`config.mk`:
```
export PLATFORM = sky130hd
export DESIGN_NAME = bcc_regs
export DESIGN_NICKNAME = d
export VERILOG_FILES = /design/src/hdl/bcc_pkg.sv /design/src/hdl/bcc_clk_div.sv /design/src/hdl/bcc_regs.sv
export SDC_FILE = /design/constraint.sdc
export NUM_CORES = 1
export LEC_CHECK = 0
export ABC_AREA = 1
export ABC_CLOCK_PERIOD_IN_PS = 2000
export BUFFER_PORTS_ARGS = -buffer_cell sky130_fd_sc_hd__buf_4
export CAP_MARGIN = 20
export CORE_MARGIN = 1.5
export CORE_UTILIZATION = 25
export DETAILED_ROUTE_END_ITERATION = 8
export HOLD_SLACK_MARGIN = 0.03
export PLACE_DENSITY = 0.6
export RECOVER_POWER = 50
export SYNTH_ARGS = -nofsm -noshare
export SYNTH_HDL_FRONTEND = slang
export SYNTH_SLANG_ARGS = --single-unit
export TNS_END_PERCENT = 1
```
`constraint.sdc`:
```
create_clock -name clk_i -period 2 [get_ports clk_i]
set_clock_uncertainty 0.2 [all_clocks]
set_input_delay 0.1 -clock clk_i [delete_from_list [all_inputs] [get_ports clk_i]]
set_output_delay 0.1 -clock clk_i [all_outputs]
set_load 0.01 [all_outputs]
```
`src/hdl/bcc_pkg.sv`:
```
// constants shared by the boost converter control register bank
package bcc_pkg;
    // register indices; byte address is four times the index
    localparam logic [9:0] BCC_CTRL_IDX = 10'h097;
    localparam logic [9:0] BCC_CFG_IDX = 10'h096;
    localparam logic [7:0] BCC_CTRL_RST = 8'h21;
    localparam logic [7:0] BCC_CFG_RST = 8'h00;
    // converter_control fields
    localparam int BCC_MPW_LSB = 6;
    localparam int BCC_SWS_BIT = 5;
    localparam int BCC_CTRL_RSV_BIT = 4;
    localparam int BCC_LOCK_BIT = 3;
    localparam int BCC_OUTPUT_VOLTAGE_SELECT_LSB = 0;
    // converter_configuration fields
    localparam int BCC_CFG_RSV_BIT = 7;
    localparam int BCC_DIV_LSB = 5;
    localparam int BCC_ADCINV_BIT = 4;
    localparam int BCC_CONVERTER_CLOCK_INVERT_BIT = 3;
    localparam int BCC_ILIM_BIT = 2;
    localparam int BCC_SLP_BIT = 1;
    localparam int BCC_SRC_BIT = 0;
    // writable bits; reserved bits are held at zero
    localparam logic [7:0] BCC_CTRL_WMASK = 8'hEF;
    localparam logic [7:0] BCC_CFG_WMASK = 8'h7F;
    // minimum pulse widths and their cycle counts, rounded up
    localparam int BCC_CLK_PERIOD_NS = 50;
    localparam int BCC_MPW1_NS = 20;
    localparam int BCC_MPW2_NS = 40;
    localparam int BCC_MPW3_NS = 80;
    localparam int BCC_MPW1_CYC = (BCC_MPW1_NS + BCC_CLK_PERIOD_NS - 1) / BCC_CLK_PERIOD_NS;
    localparam int BCC_MPW2_CYC = (BCC_MPW2_NS + BCC_CLK_PERIOD_NS - 1) / BCC_CLK_PERIOD_NS;
    localparam int BCC_MPW3_CYC = (BCC_MPW3_NS + BCC_CLK_PERIOD_NS - 1) / BCC_CLK_PERIOD_NS;
    // target output voltage in tenths of a volt, per select code
    localparam logic [5:0] BCC_VOLT_DV [8] = '{6'h12, 6'h13, 6'h14, 6'h15,
                                               6'h18, 6'h1B, 6'h1E, 6'h21};
    // first silicon revision with lockstep behaviour
    localparam int BCC_REV_LOCKSTEP = 3;
endpackage : bcc_pkg

```
`src/hdl/bcc_clk_div.sv`:
```
// system clock divider producing converter clock ticks and phase
`timescale 1ns/1ns
module bcc_clk_div (
    input wire logic clk_i,
    input wire logic rst_i,
    input wire logic enable_i,
    input wire logic restart_i,
    input wire logic [1:0] div_code_i,
    input wire logic invert_i,
    output logic tick_o,
    output logic phase_o
);
    logic [2:0] cnt_ff;
    logic [2:0] nxt_cnt;
    logic [2:0] last_w;
    logic [2:0] half_w;
    logic wrap_w;
    logic tick_ff;
    logic phase_ff;

    // divide by 1, 2, 4, 8
    assign last_w = 3'((4'h1 << div_code_i) - 4'h1);
    assign half_w = 3'((4'h1 << div_code_i) >> 1);
    assign wrap_w = (cnt_ff == last_w);
    // restart on reconfiguration so a new ratio starts from a clean period
    assign nxt_cnt = (!enable_i || restart_i || wrap_w) ? 3'h0 : 3'(cnt_ff + 3'h1);

    always_ff @(posedge clk_i) begin
        if (rst_i) begin
            cnt_ff <= 3'h0;
            tick_ff <= 1'b0;
            phase_ff <= 1'b0;
        end else begin
            cnt_ff <= nxt_cnt;
            tick_ff <= enable_i && !restart_i && wrap_w;
            // high in first half of the period; inversion flips it
            phase_ff <= enable_i && ((nxt_cnt < half_w || last_w == 3'h0) ^ invert_i);
        end
    end

    assign tick_o = tick_ff;
    assign phase_o = phase_ff;
endmodule : bcc_clk_div

```
`src/hdl/bcc_regs.sv`:
```
// boost converter control and configuration registers on a Wishbone slave
//
// The implementer's own choice: register access over Wishbone.
`timescale 1ns/1ns
module bcc_regs #(
    parameter int ADDR_W = 12,
    parameter int SILICON_REV = 3
) (
    input wire logic clk_i,
    input wire logic rst_i,
    input wire logic wb_cyc_i,
    input wire logic wb_stb_i,
    input wire logic wb_we_i,
    input wire logic [ADDR_W-1:0] wb_adr_i,
    input wire logic [31:0] wb_dat_i,
    input wire logic [3:0] wb_sel_i,
    output logic [31:0] wb_dat_o,
    output logic wb_ack_o,
    output logic [1:0] min_pulse_width_o,
    output logic [2:0] min_pulse_cycles_o,
    output logic switch_size_select_o,
    output logic adc_lockstep_o,
    output logic adc_clk_invert_o,
    output logic adc_track_o,
    output logic adc_sar_tick_o,
    output logic [2:0] output_voltage_select_o,
    output logic [5:0] target_decivolts_o,
    output logic [1:0] converter_clock_divider_o,
    output logic converter_clock_invert_o,
    output logic peak_current_limit_o,
    output logic sleep_output_float_o,
    output logic converter_clock_source_o,
    output logic converter_clock_tick_o,
    output logic converter_clock_phase_o
);
    if (ADDR_W < 12) begin : g_chk_addr
        $error("bcc_regs: ADDR_W must be at least 12");
    end
    if (SILICON_REV < 0) begin : g_chk_rev
        $error("bcc_regs: SILICON_REV must not be negative");
    end

    localparam logic REV_HAS_LOCK = (SILICON_REV >= bcc_pkg::BCC_REV_LOCKSTEP);

    logic [7:0] ctrl_ff;
    logic [7:0] cfg_ff;
    logic ack_ff;
    logic [31:0] rdat_ff;
    logic [2:0] mpw_cyc_ff;
    logic [5:0] volt_ff;
    logic lock_ff;
    logic adc_inv_ff;
    logic track_ff;
    logic sar_tick_ff;
    logic [7:0] nxt_ctrl;
    logic [7:0] nxt_cfg;
    logic [31:0] nxt_rdat;
    logic [2:0] nxt_mpw_cyc;
    logic div_tick_w;
    logic div_phase_w;

    // bus decode
    wire req_w = wb_cyc_i && wb_stb_i;
    wire take_w = req_w && ack_ff;
    wire [ADDR_W-1:0] ctrl_addr_w = ADDR_W'({bcc_pkg::BCC_CTRL_IDX, 2'b00});
    wire [ADDR_W-1:0] cfg_addr_w = ADDR_W'({bcc_pkg::BCC_CFG_IDX, 2'b00});
    wire hit_ctrl_w = (wb_adr_i == ctrl_addr_w);
    wire hit_cfg_w = (wb_adr_i == cfg_addr_w);
    wire lane0_wr_w = take_w && wb_we_i && wb_sel_i[0];
    wire wr_ctrl_w = lane0_wr_w && hit_ctrl_w;
    wire wr_cfg_w = lane0_wr_w && hit_cfg_w;

    // reserved bits masked so they always read 0
    assign nxt_ctrl = wr_ctrl_w ? (wb_dat_i[7:0] & bcc_pkg::BCC_CTRL_WMASK) : ctrl_ff;
    assign nxt_cfg = wr_cfg_w ? (wb_dat_i[7:0] & bcc_pkg::BCC_CFG_WMASK) : cfg_ff;
    // unmapped addresses answer with zero
    assign nxt_rdat = hit_ctrl_w ? {24'h000000, ctrl_ff} :
                      hit_cfg_w ? {24'h000000, cfg_ff} : 32'h00000000;

    wire [1:0] nxt_mpw_w = nxt_ctrl[bcc_pkg::BCC_MPW_LSB +: 2];
    always_comb begin
        case (nxt_mpw_w)
            2'h1: nxt_mpw_cyc = 3'(bcc_pkg::BCC_MPW1_CYC);
            2'h2: nxt_mpw_cyc = 3'(bcc_pkg::BCC_MPW2_CYC);
            2'h3: nxt_mpw_cyc = 3'(bcc_pkg::BCC_MPW3_CYC);
            default: nxt_mpw_cyc = 3'h0;
        endcase
    end

    // ack one cycle after the request, dropped the next cycle
    always_ff @(posedge clk_i) begin
        if (rst_i) begin
            ack_ff <= 1'b0;
            rdat_ff <= 32'h00000000;
        end else begin
            ack_ff <= req_w && !ack_ff;
            rdat_ff <= (req_w && !ack_ff) ? nxt_rdat : 32'h00000000;
        end
    end

    always_ff @(posedge clk_i) begin
        if (rst_i) begin
            ctrl_ff <= bcc_pkg::BCC_CTRL_RST;
            cfg_ff <= bcc_pkg::BCC_CFG_RST;
            mpw_cyc_ff <= 3'h0;
            volt_ff <= bcc_pkg::BCC_VOLT_DV[1];
        end else begin
            ctrl_ff <= nxt_ctrl;
            cfg_ff <= nxt_cfg;
            mpw_cyc_ff <= nxt_mpw_cyc;
            volt_ff <= bcc_pkg::BCC_VOLT_DV[nxt_ctrl[bcc_pkg::BCC_OUTPUT_VOLTAGE_SELECT_LSB +: 3]];
        end
    end

    // divider runs only on the system clock source; local oscillator ignores it
    bcc_clk_div u_div (
        .clk_i(clk_i),
        .rst_i(rst_i),
        .enable_i(cfg_ff[bcc_pkg::BCC_SRC_BIT]),
        .restart_i(wr_cfg_w),
        .div_code_i(cfg_ff[bcc_pkg::BCC_DIV_LSB +: 2]),
        .invert_i(cfg_ff[bcc_pkg::BCC_CONVERTER_CLOCK_INVERT_BIT]),
        .tick_o(div_tick_w),
        .phase_o(div_phase_w)
    );

    // older silicon has no lockstep; the bit is stored but has no effect
    wire lock_req_w = ctrl_ff[bcc_pkg::BCC_LOCK_BIT] && REV_HAS_LOCK;
    // adc_clk invert bit is active low and only matters in lockstep
    always_ff @(posedge clk_i) begin
        if (rst_i) begin
            lock_ff <= 1'b0;
            adc_inv_ff <= 1'b0;
            track_ff <= 1'b0;
            sar_tick_ff <= 1'b0;
        end else begin
            lock_ff <= lock_req_w;
            adc_inv_ff <= lock_req_w && !cfg_ff[bcc_pkg::BCC_ADCINV_BIT];
            // quiet interval taken as the low half of the converter period
            track_ff <= lock_ff && !div_phase_w;
            sar_tick_ff <= lock_ff && div_tick_w;
        end
    end

    assign wb_ack_o = ack_ff;
    assign wb_dat_o = rdat_ff;
    assign min_pulse_width_o = ctrl_ff[bcc_pkg::BCC_MPW_LSB +: 2];
    assign min_pulse_cycles_o = mpw_cyc_ff;
    assign switch_size_select_o = ctrl_ff[bcc_pkg::BCC_SWS_BIT];
    assign adc_lockstep_o = lock_ff;
    assign adc_clk_invert_o = adc_inv_ff;
    assign adc_track_o = track_ff;
    assign adc_sar_tick_o = sar_tick_ff;
    assign output_voltage_select_o = ctrl_ff[bcc_pkg::BCC_OUTPUT_VOLTAGE_SELECT_LSB +: 3];
    assign target_decivolts_o = volt_ff;
    assign converter_clock_divider_o = cfg_ff[bcc_pkg::BCC_DIV_LSB +: 2];
    assign converter_clock_invert_o = cfg_ff[bcc_pkg::BCC_CONVERTER_CLOCK_INVERT_BIT];
    assign peak_current_limit_o = cfg_ff[bcc_pkg::BCC_ILIM_BIT];
    assign sleep_output_float_o = cfg_ff[bcc_pkg::BCC_SLP_BIT];
    assign converter_clock_source_o = cfg_ff[bcc_pkg::BCC_SRC_BIT];
    assign converter_clock_tick_o = div_tick_w;
    assign converter_clock_phase_o = div_phase_w;
endmodule : bcc_regs
```
# [Yosys cells after proc, flatten, opt, wreduce, memory -nomap -nowiden]
# Memory sizes are Yosys's and may differ from the RTL's. A register that Yosys moved wholly into a read port is not among the register bits.
# Index checks and enable logic that the tools add are counted.
[word_totals] regBits=59 romBits=48 inputBits=53 out_inout_bits=60 elab_cells=61 memories=1
[classes] addsub=2 order_cmp=1 n_eq_ne=6 shift=1 mux=5 bitwise_logic=4 reduce_logical=26
[mem_list] name="(no name shown)" depth=8 word_bits=6 read_ports=1 rd_clocked_by_memory_dff=1 wr=0 line="bcc_regs.sv:111" rtl="volt_ff <= bcc_pkg::BCC_VOLT_DV[nxt_ctrl[bcc_pkg::BCC_OUTPUT_VOLTAGE_SELECT_LSB +: 3]];"
[op_table] cell="$eq 12x10->1 const B" count=2
[op_table] cell="$mux 8" count=2
[op_table] cell="$logic_and 1x1->1" count=13
[op_table] cell="$mux 7" count=1
[op_table] cell="$logic_not 1->1" count=5
[op_table] cell="$eq 2x2->1 const B" count=2
[op_table] cell="$not 3->4" count=1
[op_table] cell="$pmux 2 s2" count=1
[op_table] cell="$reduce_or 2->1" count=2
[op_table] cell="$reduce_or 4->1" count=1
[op_table] cell="$shl 1x2->4 const A" count=1
[op_table] cell="$add 3x1->3 const B" count=1
[op_table] cell="$eq 3x3->1" count=1
[op_table] cell="$logic_not 3->1" count=1
[op_table] cell="$logic_or 1x1->1" count=3
[op_table] cell="$lt 3x3->1" count=1
[op_table] cell="$mux 3" count=1
[op_table] cell="$reduce_or 3->1" count=1
[op_table] cell="$sub 3x1->3 const B" count=1
[op_table] cell="$eq 2x1->1 const B" count=1
[op_table] cell="$not 1->1" count=2
[op_table] cell="$xor 1x1->1" count=1

# [Logic depth before layout (Yosys ltp)]
# Gate-level depths: netlist of the first run.
[logic_depth] word_depth=12 depth_mapped=15

# [Cells and area by module]
# Synthesis of the first run repeated with hierarchy kept, for this count alone.
[unflattened] hier_cells=244 hier_area_um2=1944.4
[modules_own_cells] mod="bcc_regs" n_inst=1 cells_each=195 area_per_inst_um2=1604.0 seq_area_each_um2=680.7
[modules_own_cells] mod="bcc_clk_div" n_inst=1 cells_each=49 area_per_inst_um2=340.3 seq_area_each_um2=100.1

# [Worst setup path before layout of the first run]
# No wires, ideal clock.
[synth_timing] path_type="register -> register" startpoint="register ack_ff (netlist: wb_ack_o)" endpoint="register u_div.phase_ff (netlist: u_div.phase_o)" setup_ns=0.115 arrival_time_ns=1.724 setup_slack_ns=-0.039 stages_incl_launch_ff=11 synth_period_minus_slack_ns=2.039 path_cell_list="dfxtp_1 nand3_2 nor2_4 nand3_2 nand3_1 nor2_1 ha_1 a21oi_1 nand2_1 a21oi_1 nor2_1"
[synth_between] elab_chain_len=11
[synth_lines] item="start: declaration" line="bcc_regs.sv:47" rtl="logic ack_ff;"
[synth_lines] item="start signal: assignment" line="bcc_regs.sv:96" rtl="ack_ff <= req_w && !ack_ff;"
[synth_lines] item="$logic_and 1x1->1" line="bcc_regs.sv:64" rtl="wire take_w = req_w && ack_ff;"
[synth_lines] item="$logic_and 1x1->1 (2 in a row)" line="bcc_regs.sv:69" rtl="wire lane0_wr_w = take_w && wb_we_i && wb_sel_i[0];"
[synth_lines] item="$logic_and 1x1->1" line="bcc_regs.sv:71" rtl="wire wr_cfg_w = lane0_wr_w && hit_cfg_w;"
[synth_lines] item="$logic_or 1x1->1 (2 in a row)" line="bcc_clk_div.sv:26" rtl="assign nxt_cnt = (!enable_i || restart_i || wrap_w) ? 3'h0 : 3'(cnt_ff + 3'h1);"
[synth_lines] item="$mux 3" line="bcc_clk_div.sv:26"
[synth_lines] item="via u_div.nxt_cnt[2]" line="bcc_clk_div.sv:14" rtl="logic [2:0] nxt_cnt;"
[synth_lines] item="$lt 3x3->1" line="bcc_clk_div.sv:37" rtl="phase_ff <= enable_i && ((nxt_cnt < half_w || last_w == 3'h0) ^ invert_i);"
[synth_lines] item="$logic_or 1x1->1" line="bcc_clk_div.sv:37"
[synth_lines] item="$xor 1x1->1" line="bcc_clk_div.sv:37"
[synth_lines] item="$logic_and 1x1->1" line="bcc_clk_div.sv:37"
[synth_lines] item="end signal: assignment" line="bcc_clk_div.sv:37"
[synth_lines] item="end: declaration" line="bcc_clk_div.sv:19" rtl="logic phase_ff;"
# The timed path passes the listed nets, and every way through them passes these cells.
# A chain may end at the register's enable or synchronous reset.

# [Final worst setup path of the first run]
[layout_timing] startpoint="register cfg_ff[5]" endpoint="register u_div.phase_ff (netlist: u_div.phase_o)"
[layout_between] elab_chain_len=9 word_cells_on_any_way=10
[layout_lines] item="start: declaration" line="bcc_regs.sv:46" rtl="logic [7:0] cfg_ff;"
[layout_lines] item="start signal: assignment" line="bcc_regs.sv:104" rtl="cfg_ff <= bcc_pkg::BCC_CFG_RST;"
[layout_lines] item="start signal: assignment" line="bcc_regs.sv:109" rtl="cfg_ff <= nxt_cfg;"
[layout_lines] item="$shl 1x2->4" line="bcc_clk_div.sv:23" rtl="assign half_w = 3'((4'h1 << div_code_i) >> 1);"
[layout_lines] item="$sub 3x1->3" line="bcc_clk_div.sv:22" rtl="assign last_w = 3'((4'h1 << div_code_i) - 4'h1);"
[layout_lines] item="$eq 3x3->1" line="bcc_clk_div.sv:24" rtl="assign wrap_w = (cnt_ff == last_w);"
[layout_lines] item="$logic_or 1x1->1" line="bcc_clk_div.sv:26"
[layout_lines] item="$mux 3" line="bcc_clk_div.sv:26"
[layout_lines] item="via u_div.nxt_cnt[2]" line="bcc_clk_div.sv:14"
[layout_lines] item="$lt 3x3->1" line="bcc_clk_div.sv:37"
[layout_lines] item="$logic_or 1x1->1" line="bcc_clk_div.sv:37"
[layout_lines] item="$xor 1x1->1" line="bcc_clk_div.sv:37"
[layout_lines] item="$logic_and 1x1->1" line="bcc_clk_div.sv:37"
# The timed path passes the listed nets, and every way through them passes these cells.

==> metrics, run 1 <==
Slowest-stage cell, CP dfxtp_2; Syn Inst Count 223; CTS Buf Count 5; detailed-route via count 1609; CTS tree built; Hold Violations, Final 0; CP Data Required Time 1990 ps; Max Used Layer met4; Final Power 0.001667 W; fillers 793; leakage power roughly 1.1 nW; CTS H-tree lvls 2; vias in the first global route 1462; residual DRC count 0; # placed instances 382; # clock sinks 39; Worst-path clk slew 80 ps; Die Y 89.30 um; met1 WL 1884 um; post-synthesis register bit count 39; Row Count 31; critical path fanouts, max 4; gpl congestion 0.7713; Initial Utilization 25.81%; commonest cells after routing, fill and taps aside buf_4 (44), dfxtp_1 (36), clkbuf_1 (33), nand2_1 (31), conb_1 (25); CP cell instances inv_1 -> nand2_2 -> nand2_1 -> nand2_1 -> nand3_1 -> nand3_2 -> nor2_2 -> ha_1 -> a21oi_1 -> nand2_1 -> a21oi_1 -> nor2_1; FMAX 0.5223 GHz; Layout area overhead 36.89%; die footprint 7974 um2; clock network power share 47.0%; Synth Cell Area approximately 1900 um2; Worst EP arrival 1910 ps; wire length per cell 10.63 um; layout cell share with drive strength beyond 1 a little over a quarter; vias per cell 3.953; status finished clean; start point of the worst hold path wb_stb_i; DP HPWL 3190 um; CTS max path bufs 2; final setup margin about 85 ps; met3 wire len 397 um; Layout Cells excl Fill 407; drt first-iter violations between 80 and 90; Total GRT Usage 10.72%; VDD IR max 0.2431 mV; share of the yosys chip area belonging to registers 41.94%; critical path capture point type flop; Power Density 654.0 nW/um2; max-slew violation count 0; Switch Pwr roughly 0.00034 W; Die X 89.30 um; drt first pass iters 4; Hold Crit Class input port to flop; internal power between 0.001 and 0.0015 W; most common cell after layout, fill and taps aside buf_4; CTS root buffer clkbuf_8; Sw Share about a fifth; worst skew pair latency 290 ps; pre-CTS worst setup slack -57.16 ps; setup TNS 0 ps; crit share post-route 95.74%; most used cell, CP nand2_1; first-pass GRT wire length between 6000 and 7000 um; RSZ-0062 raised after global routing no; count of cell types in the netlist 34; sequential power share ~47%; metal2 WL 1981 um; Layout Nets 366; Yosys warnings 0; grt total ovfl 0; crit-path max cell delay between 300 and 400 ps; critical path startpoint category flop; WL final 4327 um; Max Cap Viol 0; Post-Syn Area per Cell between 8 and 9 um2; initial antenna violation count 0; Setup violations, final 0; largest net degree at the start of global routing 20; n_diodes 0; Post-DRT Antenna Nets 0; Final min period about 1900 ps; # port buffers 60; num ports 113; Reg2Reg Launch Point cfg_ff[5]; combinational fraction of design power 6.5%; crit path from cfg_ff[5]; core area 7214 um2; Core Util, Final 35.33%; crit path kind flop to flop
what timing repair did:
item / 4_1_cts / 5_1_grt
pin swaps: 0 / 3
hold buffers: 12 / 0
endpoints found under the setup margin: 1 / 4
endpoints found under the hold margin: 28 / 0
gates resized for setup: 1 / 8
setup buffers: 0 / 5
area by class of cell:
type / count / area (um2) / area share [%]
inverters: 30 / 120.1 / 4.713
multi-input cells: 142 / 800.8 / 31.42
clock buffers: 6 / 72.57 / 2.847
clock inverters: 2 / 60.06 / 2.356
flip-flops and latches: 39 / 789.5 / 30.98
repair buffers: 89 / 581.8 / 22.83
well taps: 99 / 123.9 / 4.860
per-stage QoR:
stage          area [um2]  hold WS, ps
2_1_floorplan        1953        30.38
3_3_place_gp         2356        137.1
3_5_place_dp         2356        138.6
4_1_cts              2610        84.02
5_1_grt              2549        114.4
6_report             2549        86.79
power by group through the flow:
stage | Clock, W | Combinational, W | Sequential, W
floorplan | 0 | 0.0000793 | 0.000796
global placement | 0 | 0.0000909 | 0.000796
detailed placement | 0 | 0.0000913 | 0.000796
CTS | 0.000795 | 0.000108 | 0.000778
global route | 0.000824 | 0.000121 | 0.000776
finish | 0.000784 | 0.000108 | 0.000775
worst max-delay path: cells and delay by family (launching register included):
family	cells	cell delay [ps]
adders and majority gates	1	310
buffers and inverters	1	80
AOI/OAI and AO/OA	2	280
DFF	1	370
and+or+nand+nor	8	580
cell usage after synthesis, drive strengths merged:
cell,instances,area share [%]
buf,35,14
clkbuf,1,0.20
nor4,1,0.67
nand4,2,1.0
nor3,7,2.5
conb,1,0.20
clkinv,2,0.74
a22oi,1,0.67
inv,28,5.6
o21ai,10,3.5
xnor2,2,0.94
ha,6,4.0
or2,1,0.34
nand2,36,8.7
o211ai,1,0.40
dfxtp,39,42
nand3,9,3.0
a21oi,12,3.2
nor2,22,5.8
o22ai,5,1.7
a211oi,2,1.1
kinds of logic after synthesis:
group	Yosys count	synth area share, %
buffers and inverters	66	20.43
AO/OA/AOI/OAI	31	10.55
flip-flops	39	41.94
AND/OR/NAND/NOR	78	21.91
other	1	0.2014
adder cells (fa/ha/maj)	6	4.032
XOR/XNOR	2	0.9410
worst paths after layout:
kind / end / slack, ps / cells after the start
setup / recovery: u_div.phase_o / 90 / 12
hold / removal: wb_ack_o / 90 / 4
setup reg to reg: u_div.phase_o / 90 / 12
hold reg to reg: adc_track_o / 220 / 1
per-layer routing:
metal	GRT usage, %	vias up
met2	17.77	71
met5	0	-
met4	3.776	0
met1	12.84	710
li1	-	821
met3	3.786	7
flip-flops by register name (all words and copies together), names as in the netlist:
signal	flops
wb_dat_o	8
cfg_ff	7
ctrl_ff	7
target_decivolts_o	5
u_div.cnt_ff	3
min_pulse_cycles_o	2
adc_clk_invert_o	1
adc_lockstep_o	1
adc_sar_tick_o	1
adc_track_o	1
u_div.phase_o	1
u_div.tick_o	1
wb_ack_o	1
No activity file was read; power rests on OpenSTA's default activity.
==> inputs of run 2 (changes only) <==
==> constraint.sdc (replaced) <==
create_clock -name clk_i -period 2 [get_ports clk_i]
set_clock_uncertainty 0.2 [all_clocks]
set_input_delay 0.4 -clock clk_i [delete_from_list [all_inputs] [get_ports clk_i]]
set_output_delay 0.4 -clock clk_i [all_outputs]
set_load 0.01 [all_outputs]
==> run 2 against run 1 <==
  * Via count down 3.4%
  * Hold slack improved by 73 ps
  * Global-route usage down 0.27 points
  * Combinational power decreased by 16%
  * Non-clock buffer count is 8 lower
  * Clock-buffer cell count unchanged
  * Sequential share of layout area is 1.4 points higher
  * Critical path depth is the same
  * Setup slack improved by 62 ps
  * Design area fell by 4.4%
  * Routed wire length shrank 6.7%
  * Core utilization down 1.6 points
  * Critical endpoint unchanged
  * Largest cell class is now flip-flops and latches
  * Largest power group is now registers
  * Highest routed layer unchanged
==> metrics, run 2 (synthesized netlist as in run 1, its figures left out) <==
most common cell after layout, fill and taps aside buf_4 (unchanged); # port buffers 60 (unchanged); crit share post-route 92.62% (was 95.74%); R2R depth 12 (unchanged); Die X 89.30 um (unchanged); reg2reg end u_div.phase_o (unchanged); Power Density 630.3 nW/um2 (was 654.0 nW/um2); status finished clean (unchanged); layout cell share with drive strength beyond 1 30.00% (was 26.62%); busiest layer in global routing met2 (unchanged); gpl congestion 0.7808 (was 0.7713); residual DRC count 0 (unchanged); n_diodes 0 (unchanged); initial antenna violation count 0 (unchanged); Die Y 89.30 um (unchanged); Hold Violations, Final 0 (unchanged); Post-DRT Antenna Nets 0 (unchanged); Worst-path clk slew 70 ps (was 80 ps); CP Data Required Time 1990 ps (about the same); Initial Utilization 25.81% (unchanged); crit path kind flop to flop (unchanged); CTS root buffer clkbuf_8 (unchanged); RSZ-0062 raised after global routing no (unchanged); CTS H-tree lvls 2 (unchanged); drt first-iter violations 51 (was 86); # clock sinks 39 (unchanged); Fin Hold WS 160.0 ps (was 86.79 ps); num ports 113 (unchanged); VDD IR max 0.2627 mV (was 0.2431 mV); critical path startpoint category flop (unchanged); Layout area overhead 30.85% (was 36.89%); drt first pass iters 4 (unchanged); worst skew pair latency 290 ps (about the same); worst slew pin tran 509.0 ps; CTS Buf Count 5 (unchanged); first-pass GRT wire length 6223 um (was 6513 um); critical path capture point type flop (unchanged); critical path fanouts, max 6 (was 4); GR Util met2 17.22% (was 17.77%); Layout Nets 358 (was 366); detailed-route via count 1555 (was 1609); r2r setup slk 150 ps (was 90 ps); CTS Hold Bufs 0 (was 12); max-slew violation count 0 (unchanged); Layout Cells excl Fill 399 (was 407); Rel. slew slack 66.06%; core area 7214 um2 (unchanged); GR Util met3 4.063% (was 3.786%); fillers 803 (was 793); die footprint 7974 um2 (unchanged); Worst EP arrival 1840 ps (was 1910 ps); Reg2Reg Launch Point cfg_ff[6] (was cfg_ff[5]); grt total ovfl 0 (unchanged); wire length per cell 10.12 um (was 10.63 um); Worst Setup EP u_div.phase_o (unchanged); Setup violations, final 0 (unchanged); crit path from cfg_ff[6] (was cfg_ff[5]); CTS max path bufs 2 (unchanged); # placed instances 391 (was 382); WL final 4036 um (was 4327 um); max reg flops 8 (unchanged); largest net degree at the start of global routing 20 (unchanged); Final min period 1852 ps (was 1915 ps); Total GRT Usage 10.44% (was 10.72%); start point of the worst hold path wb_dat_i[5] (was wb_stb_i); commonest cells after routing, fill and taps aside buf_4 (51), dfxtp_1 (36), nand2_1 (31), clkbuf_1 (29), conb_1 (25) (was buf_4 (44), dfxtp_1 (36), clkbuf_1 (33), nand2_1 (31), conb_1 (25)); CTS tree built (unchanged); Hold Crit Class input port to flop (unchanged); DP HPWL 3242 um (was 3190 um); leakage power 1.076 nW (was 1.105 nW); CTS resizes 1 (unchanged); Setup Buffers After CTS 0 (unchanged); Row Count 31 (unchanged); vias per cell 3.897 (was 3.953); Global Route met1 Usage 12.16% (was 12.84%); Max Cap Viol 0 (unchanged); FMAX 0.5399 GHz (was 0.5223 GHz); vias in the first global route 1393 (was 1462)
==> run 2: cell count changes in the layout (fill, tap and decap cells not counted), sizes merged <==
cell,change
inv,-1
dlygate4sd3,-12
clkbuf,-2
buf,+6
bufinv,-1
clkinv,+2
==> run 2: how the worst min path moves through the flow <==
stage	end	slack (ps)	cells after the start
final	ctrl_ff[5]	160	3
after global routing	ctrl_ff[5]	150	3
after CTS	ctrl_ff[5]	160	3
after detailed placement	adc_track_o	220	1
after global placement	adc_track_o	210	1
after floorplan	adc_clk_invert_o	200	1
==> run 2: worst max-delay path, stage by stage (launching register included) <==
cell and delay (ps):
dfxtp_4 390, inv_2 50, nand2_2 60, nand2_1 50, nand2_1 50, nand3_1 90
nand3_2 110, nor2_2 40, ha_1 300, a21oi_1 140, nand2_1 80, a21oi_1 120
nor2_1 60
==> run 2: layout make-up <==
type                            instances  area, um2  area share (%)
Sequential cell                        39      789.5           32.41
Multi-Input combinational cell        142      789.5           32.41
Timing Repair Buffer                   81      496.7           20.39
Tap cell                               99      123.9           5.085
Inverter                               30      118.9           4.879
Clock buffer                            6      82.58           3.390
Clock inverter                          2      35.03           1.438
==> run 2: layer usage <==
layer | vias up | routed length [um] | share of wire (%)
met4 | 0 | 58 | 1.4
met2 | 72 | 1875 | 46
met3 | 4 | 392 | 9.7
met5 | - | 0 | 0
met1 | 673 | 1710 | 42
li1 | 806 | - | -
==> run 2: report_power, final <==
part | switching (W) | internal, W
Sequential | 0.000000805 | 0.000775
Combinational | 0.0000528 | 0.0000384
Clock | 0.000266 | 0.000403
Total | 0.000319 | 0.00122
==> run 2: stage by stage <==
step                      TNS, ps  utilization, %  instance area, um2  power [W]  setup slack (ps)
final                           0           33.77                2436   0.001536             147.7
after global routing            0           33.77                2436   0.001601             5.619
after CTS                       0           35.35                2550   0.001561             28.84
after detailed placement   -311.0           33.70                2431  0.0008909            -165.4
after global placement     -253.7           33.70                2431  0.0008894            -150.7
after floorplan                 0               -                1961  0.0008760             28.93
==> inputs of run 3 (changes only) <==
Settings changed: SYNTH_HIERARCHICAL from default to 1.
==> run 3 against run 2 <==
  * Die area grew 4.3%
  * Flip-flop and latch count is the same
  * First-iteration DRC count down 16%
  * Sequential share of layout area is 1.9 points lower
  * Setup slack got worse by 69 ps
  * Sequential power about the same
  * Combinational power up 23%
  * Hold slack lost 27 ps
  * Critical endpoint is now u_div/phase_o
  * Highest routed layer unchanged
==> metrics, run 3 <==
Post-Syn Area per Cell 7.969 um2 (was 8.349 um2); share of the yosys chip area belonging to registers 40.15% (was 41.94%); Cells on Worst Hold Path 3 (unchanged); critical path startpoint category flop (unchanged); post-synthesis register bit count 39 (unchanged); status finished clean (unchanged); Async SR Flop Fraction 0% (unchanged); WL final 4523 um (was 4036 um); Hold Crit Class input port to flop (unchanged); Hold Violations, Final 0 (unchanged); detailed-route via count 1685 (was 1555); largest net degree at the start of global routing 16 (was 20); top cells by count, synth dfxtp_1 (39), nand2_1 (39), buf_4 (33) (was dfxtp_1 (39), buf_4 (33), nand2_1 (31)); Worst EP arrival 1910 ps (was 1840 ps); Syn Inst Count 244 (was 223); critical path capture point type flop (unchanged); leakage power 1.205 nW (was 1.076 nW); vias in the first global route 1559 (was 1393); Die Y 91.19 um (was 89.30 um); num ports 113 (unchanged); Initial Utilization 26.38% (was 25.81%); top cell type's share of synthesized area 40.15% (was 41.94%); critical path fanouts, max 3 (was 6); first-pass GRT wire length 7107 um (was 6223 um); R2R depth 12 (unchanged); FMAX 0.5206 GHz (was 0.5399 GHz); crit path kind flop to flop (unchanged); layout cell share with drive strength beyond 1 34.91% (was 30.00%); CTS max path bufs 2 (unchanged); Layout area overhead 32.69% (was 30.85%); n_diodes 0 (unchanged); core area 7370 um2 (was 7214 um2); Synth Cell Area 1944 um2 (was 1862 um2); Yosys warnings 6 (was 0); Layout Cells excl Fill 417 (was 399); die footprint 8316 um2 (was 7974 um2); Core Util, Final 35.01% (was 33.77%); r2r setup slk 80 ps (was 150 ps); Setup violations, final 0 (unchanged); RSZ-0062 raised after global routing yes (was no); ys flop type dfxtp_1 (unchanged); Final min period 1921 ps (was 1852 ps); drt first pass iters 4 (unchanged); DP HPWL 3552 um (was 3242 um); grt total ovfl 0 (unchanged); Power Density 550.3 nW/um2 (was 630.3 nW/um2); gpl congestion 0.7781 (was 0.7808); worst skew pair latency 290 ps (about the same); CTS root buffer clkbuf_8 (unchanged); max-slew violation count 0 (unchanged); vias per cell 4.041 (was 3.897); crit share post-route 96.04% (was 92.62%); residual DRC count 0 (unchanged); Worst-path clk slew 70 ps (about the same); count of cell types in the netlist 28 (was 34); Layout Nets 377 (was 358); Max Cap Viol 0 (unchanged); Row Count 31 (unchanged); CP Data Required Time 1990 ps (about the same); worst slew pin tran 860.4 ps (was 509.0 ps); # placed instances 407 (was 391); largest area contributor in the netlist dfxtp_1 (unchanged); VDD IR max 0.2203 mV (was 0.2627 mV); # clock sinks 39 (unchanged); number of synthesized flops with an enable pin 0 (unchanged); CTS tree built (unchanged); main area contributors after synthesis dfxtp_1 (40%), buf_4 (13%), nand2_1 (7.5%) (was dfxtp_1 (42%), buf_4 (13%), nand2_1 (6.3%)); Rel. slew slack 42.64% (was 66.06%); CTS H-tree lvls 2 (unchanged); commonest cells after routing, fill and taps aside buf_4 (63), dfxtp_1 (36), nand2_1 (34), inv_1 (25), conb_1 (25) (was buf_4 (51), dfxtp_1 (36), nand2_1 (31), clkbuf_1 (29), conb_1 (25)); Total GRT Usage 10.98% (was 10.44%); Post-DRT Antenna Nets 0 (unchanged); most common cell after layout, fill and taps aside buf_4 (unchanged); wire length per cell 10.85 um (was 10.12 um); initial antenna violation count 0 (unchanged); # port buffers 60 (unchanged); drt first-iter violations 43 (was 51); Die X 91.19 um (was 89.30 um); CTS Buf Count 5 (unchanged); max reg flops 8 (unchanged)
## run 3: cell count changes after synthesis, sizes merged
cell,delta
nand3,+10
o21ai,+6
inv,+3
or2,-1
o211ai,-1
o22ai,-5
nand4,+2
a211oi,-2
nand2,+9
buf,+2
a22oi,-1
clkinv,-1
## run 3: power by group
group	internal [W]	switching, W	leakage [nW]
sequential	0.000776	0.000000731	0.316
combinational	0.0000466	0.0000651	0.842
clock	0.000270	0.000261	0.0470
total	0.00109	0.000327	1.20
## run 3: path summary, 6_finish.rpt
kind,start,to
max,wb_ack_o,u_div/phase_o
min,wb_dat_i[5],ctrl_ff[5]
max reg2reg,wb_ack_o,u_div/phase_o
min reg2reg,u_div/phase_o,adc_track_o
## run 3: cell type report
| cell class | instances | area (um2) |
|---|---|---|
| fillers | 824 | 4790 |
| multi-input cells | 159 | 902.1 |
| flip-flops and latches | 39 | 787.0 |
| repair buffers | 81 | 548.0 |
| inverters | 32 | 131.4 |
| well taps | 99 | 123.9 |
| clock buffers | 6 | 82.58 |
| clock inverters | 1 | 5.005 |
## run 3: what timing repair did
item                       4_1_cts  5_1_grt
setup buffers                    0        3
hold buffers                     0        0
gates resized for setup          1       12
pin swaps                        0       11
setup endpoints to repair        1        1
## run 3: worst max-delay path, stage by stage, from the launching register on
cell and delay, ps:
dfxtp_2 350, nand3_2 80, nor2_4 120, nand3_4 100
inv_4 80, nor2_4 40, nand2_2 90, nor2_2 40
ha_1 310, a21oi_1 160, nand2_2 80, a21oi_2 110
nor2_1 50
## run 3: metrics by stage
step / setup slack [ps] / hold WS [ps] / cell area (um2) / setup TNS (ps) / power (W)
2_1_floorplan: -168.0 / 199.8 / 2090 / -168.0 / 0.0008813
5_1_grt: -38.04 / 127.9 / 2580 / -38.04 / 0.001483
3_5_place_dp: -232.0 / 215.6 / 2509 / -481.5 / 0.0009067
6_report: 79.16 / 133.1 / 2580 / 0 / 0.001420
3_3_place_gp: -218.7 / 211.5 / 2509 / -375.7 / 0.0009052
4_1_cts: 6.834 / 117.4 / 2597 / 0 / 0.001447
## run 3: routing by layer
layer | track usage, % | wire length [um] | up-vias
met5 | 0 | 0 | -
met4 | 3.906 | 65 | 0
met3 | 4.523 | 375 | 6
met2 | 18.16 | 2234 | 60
met1 | 12.67 | 1847 | 761
li1 | - | - | 858
## run 3: cell families after synthesis
family	Yosys count	share of synthesized area (%)
buffers and inverters	70	20.85
adder cells (fa/ha/maj)	6	3.861
AO/OA/AOI/OAI	28	7.593
AND/OR/NAND/NOR	98	26.45
flip-flops	39	40.15
other	1	0.1929
XOR/XNOR	2	0.9011
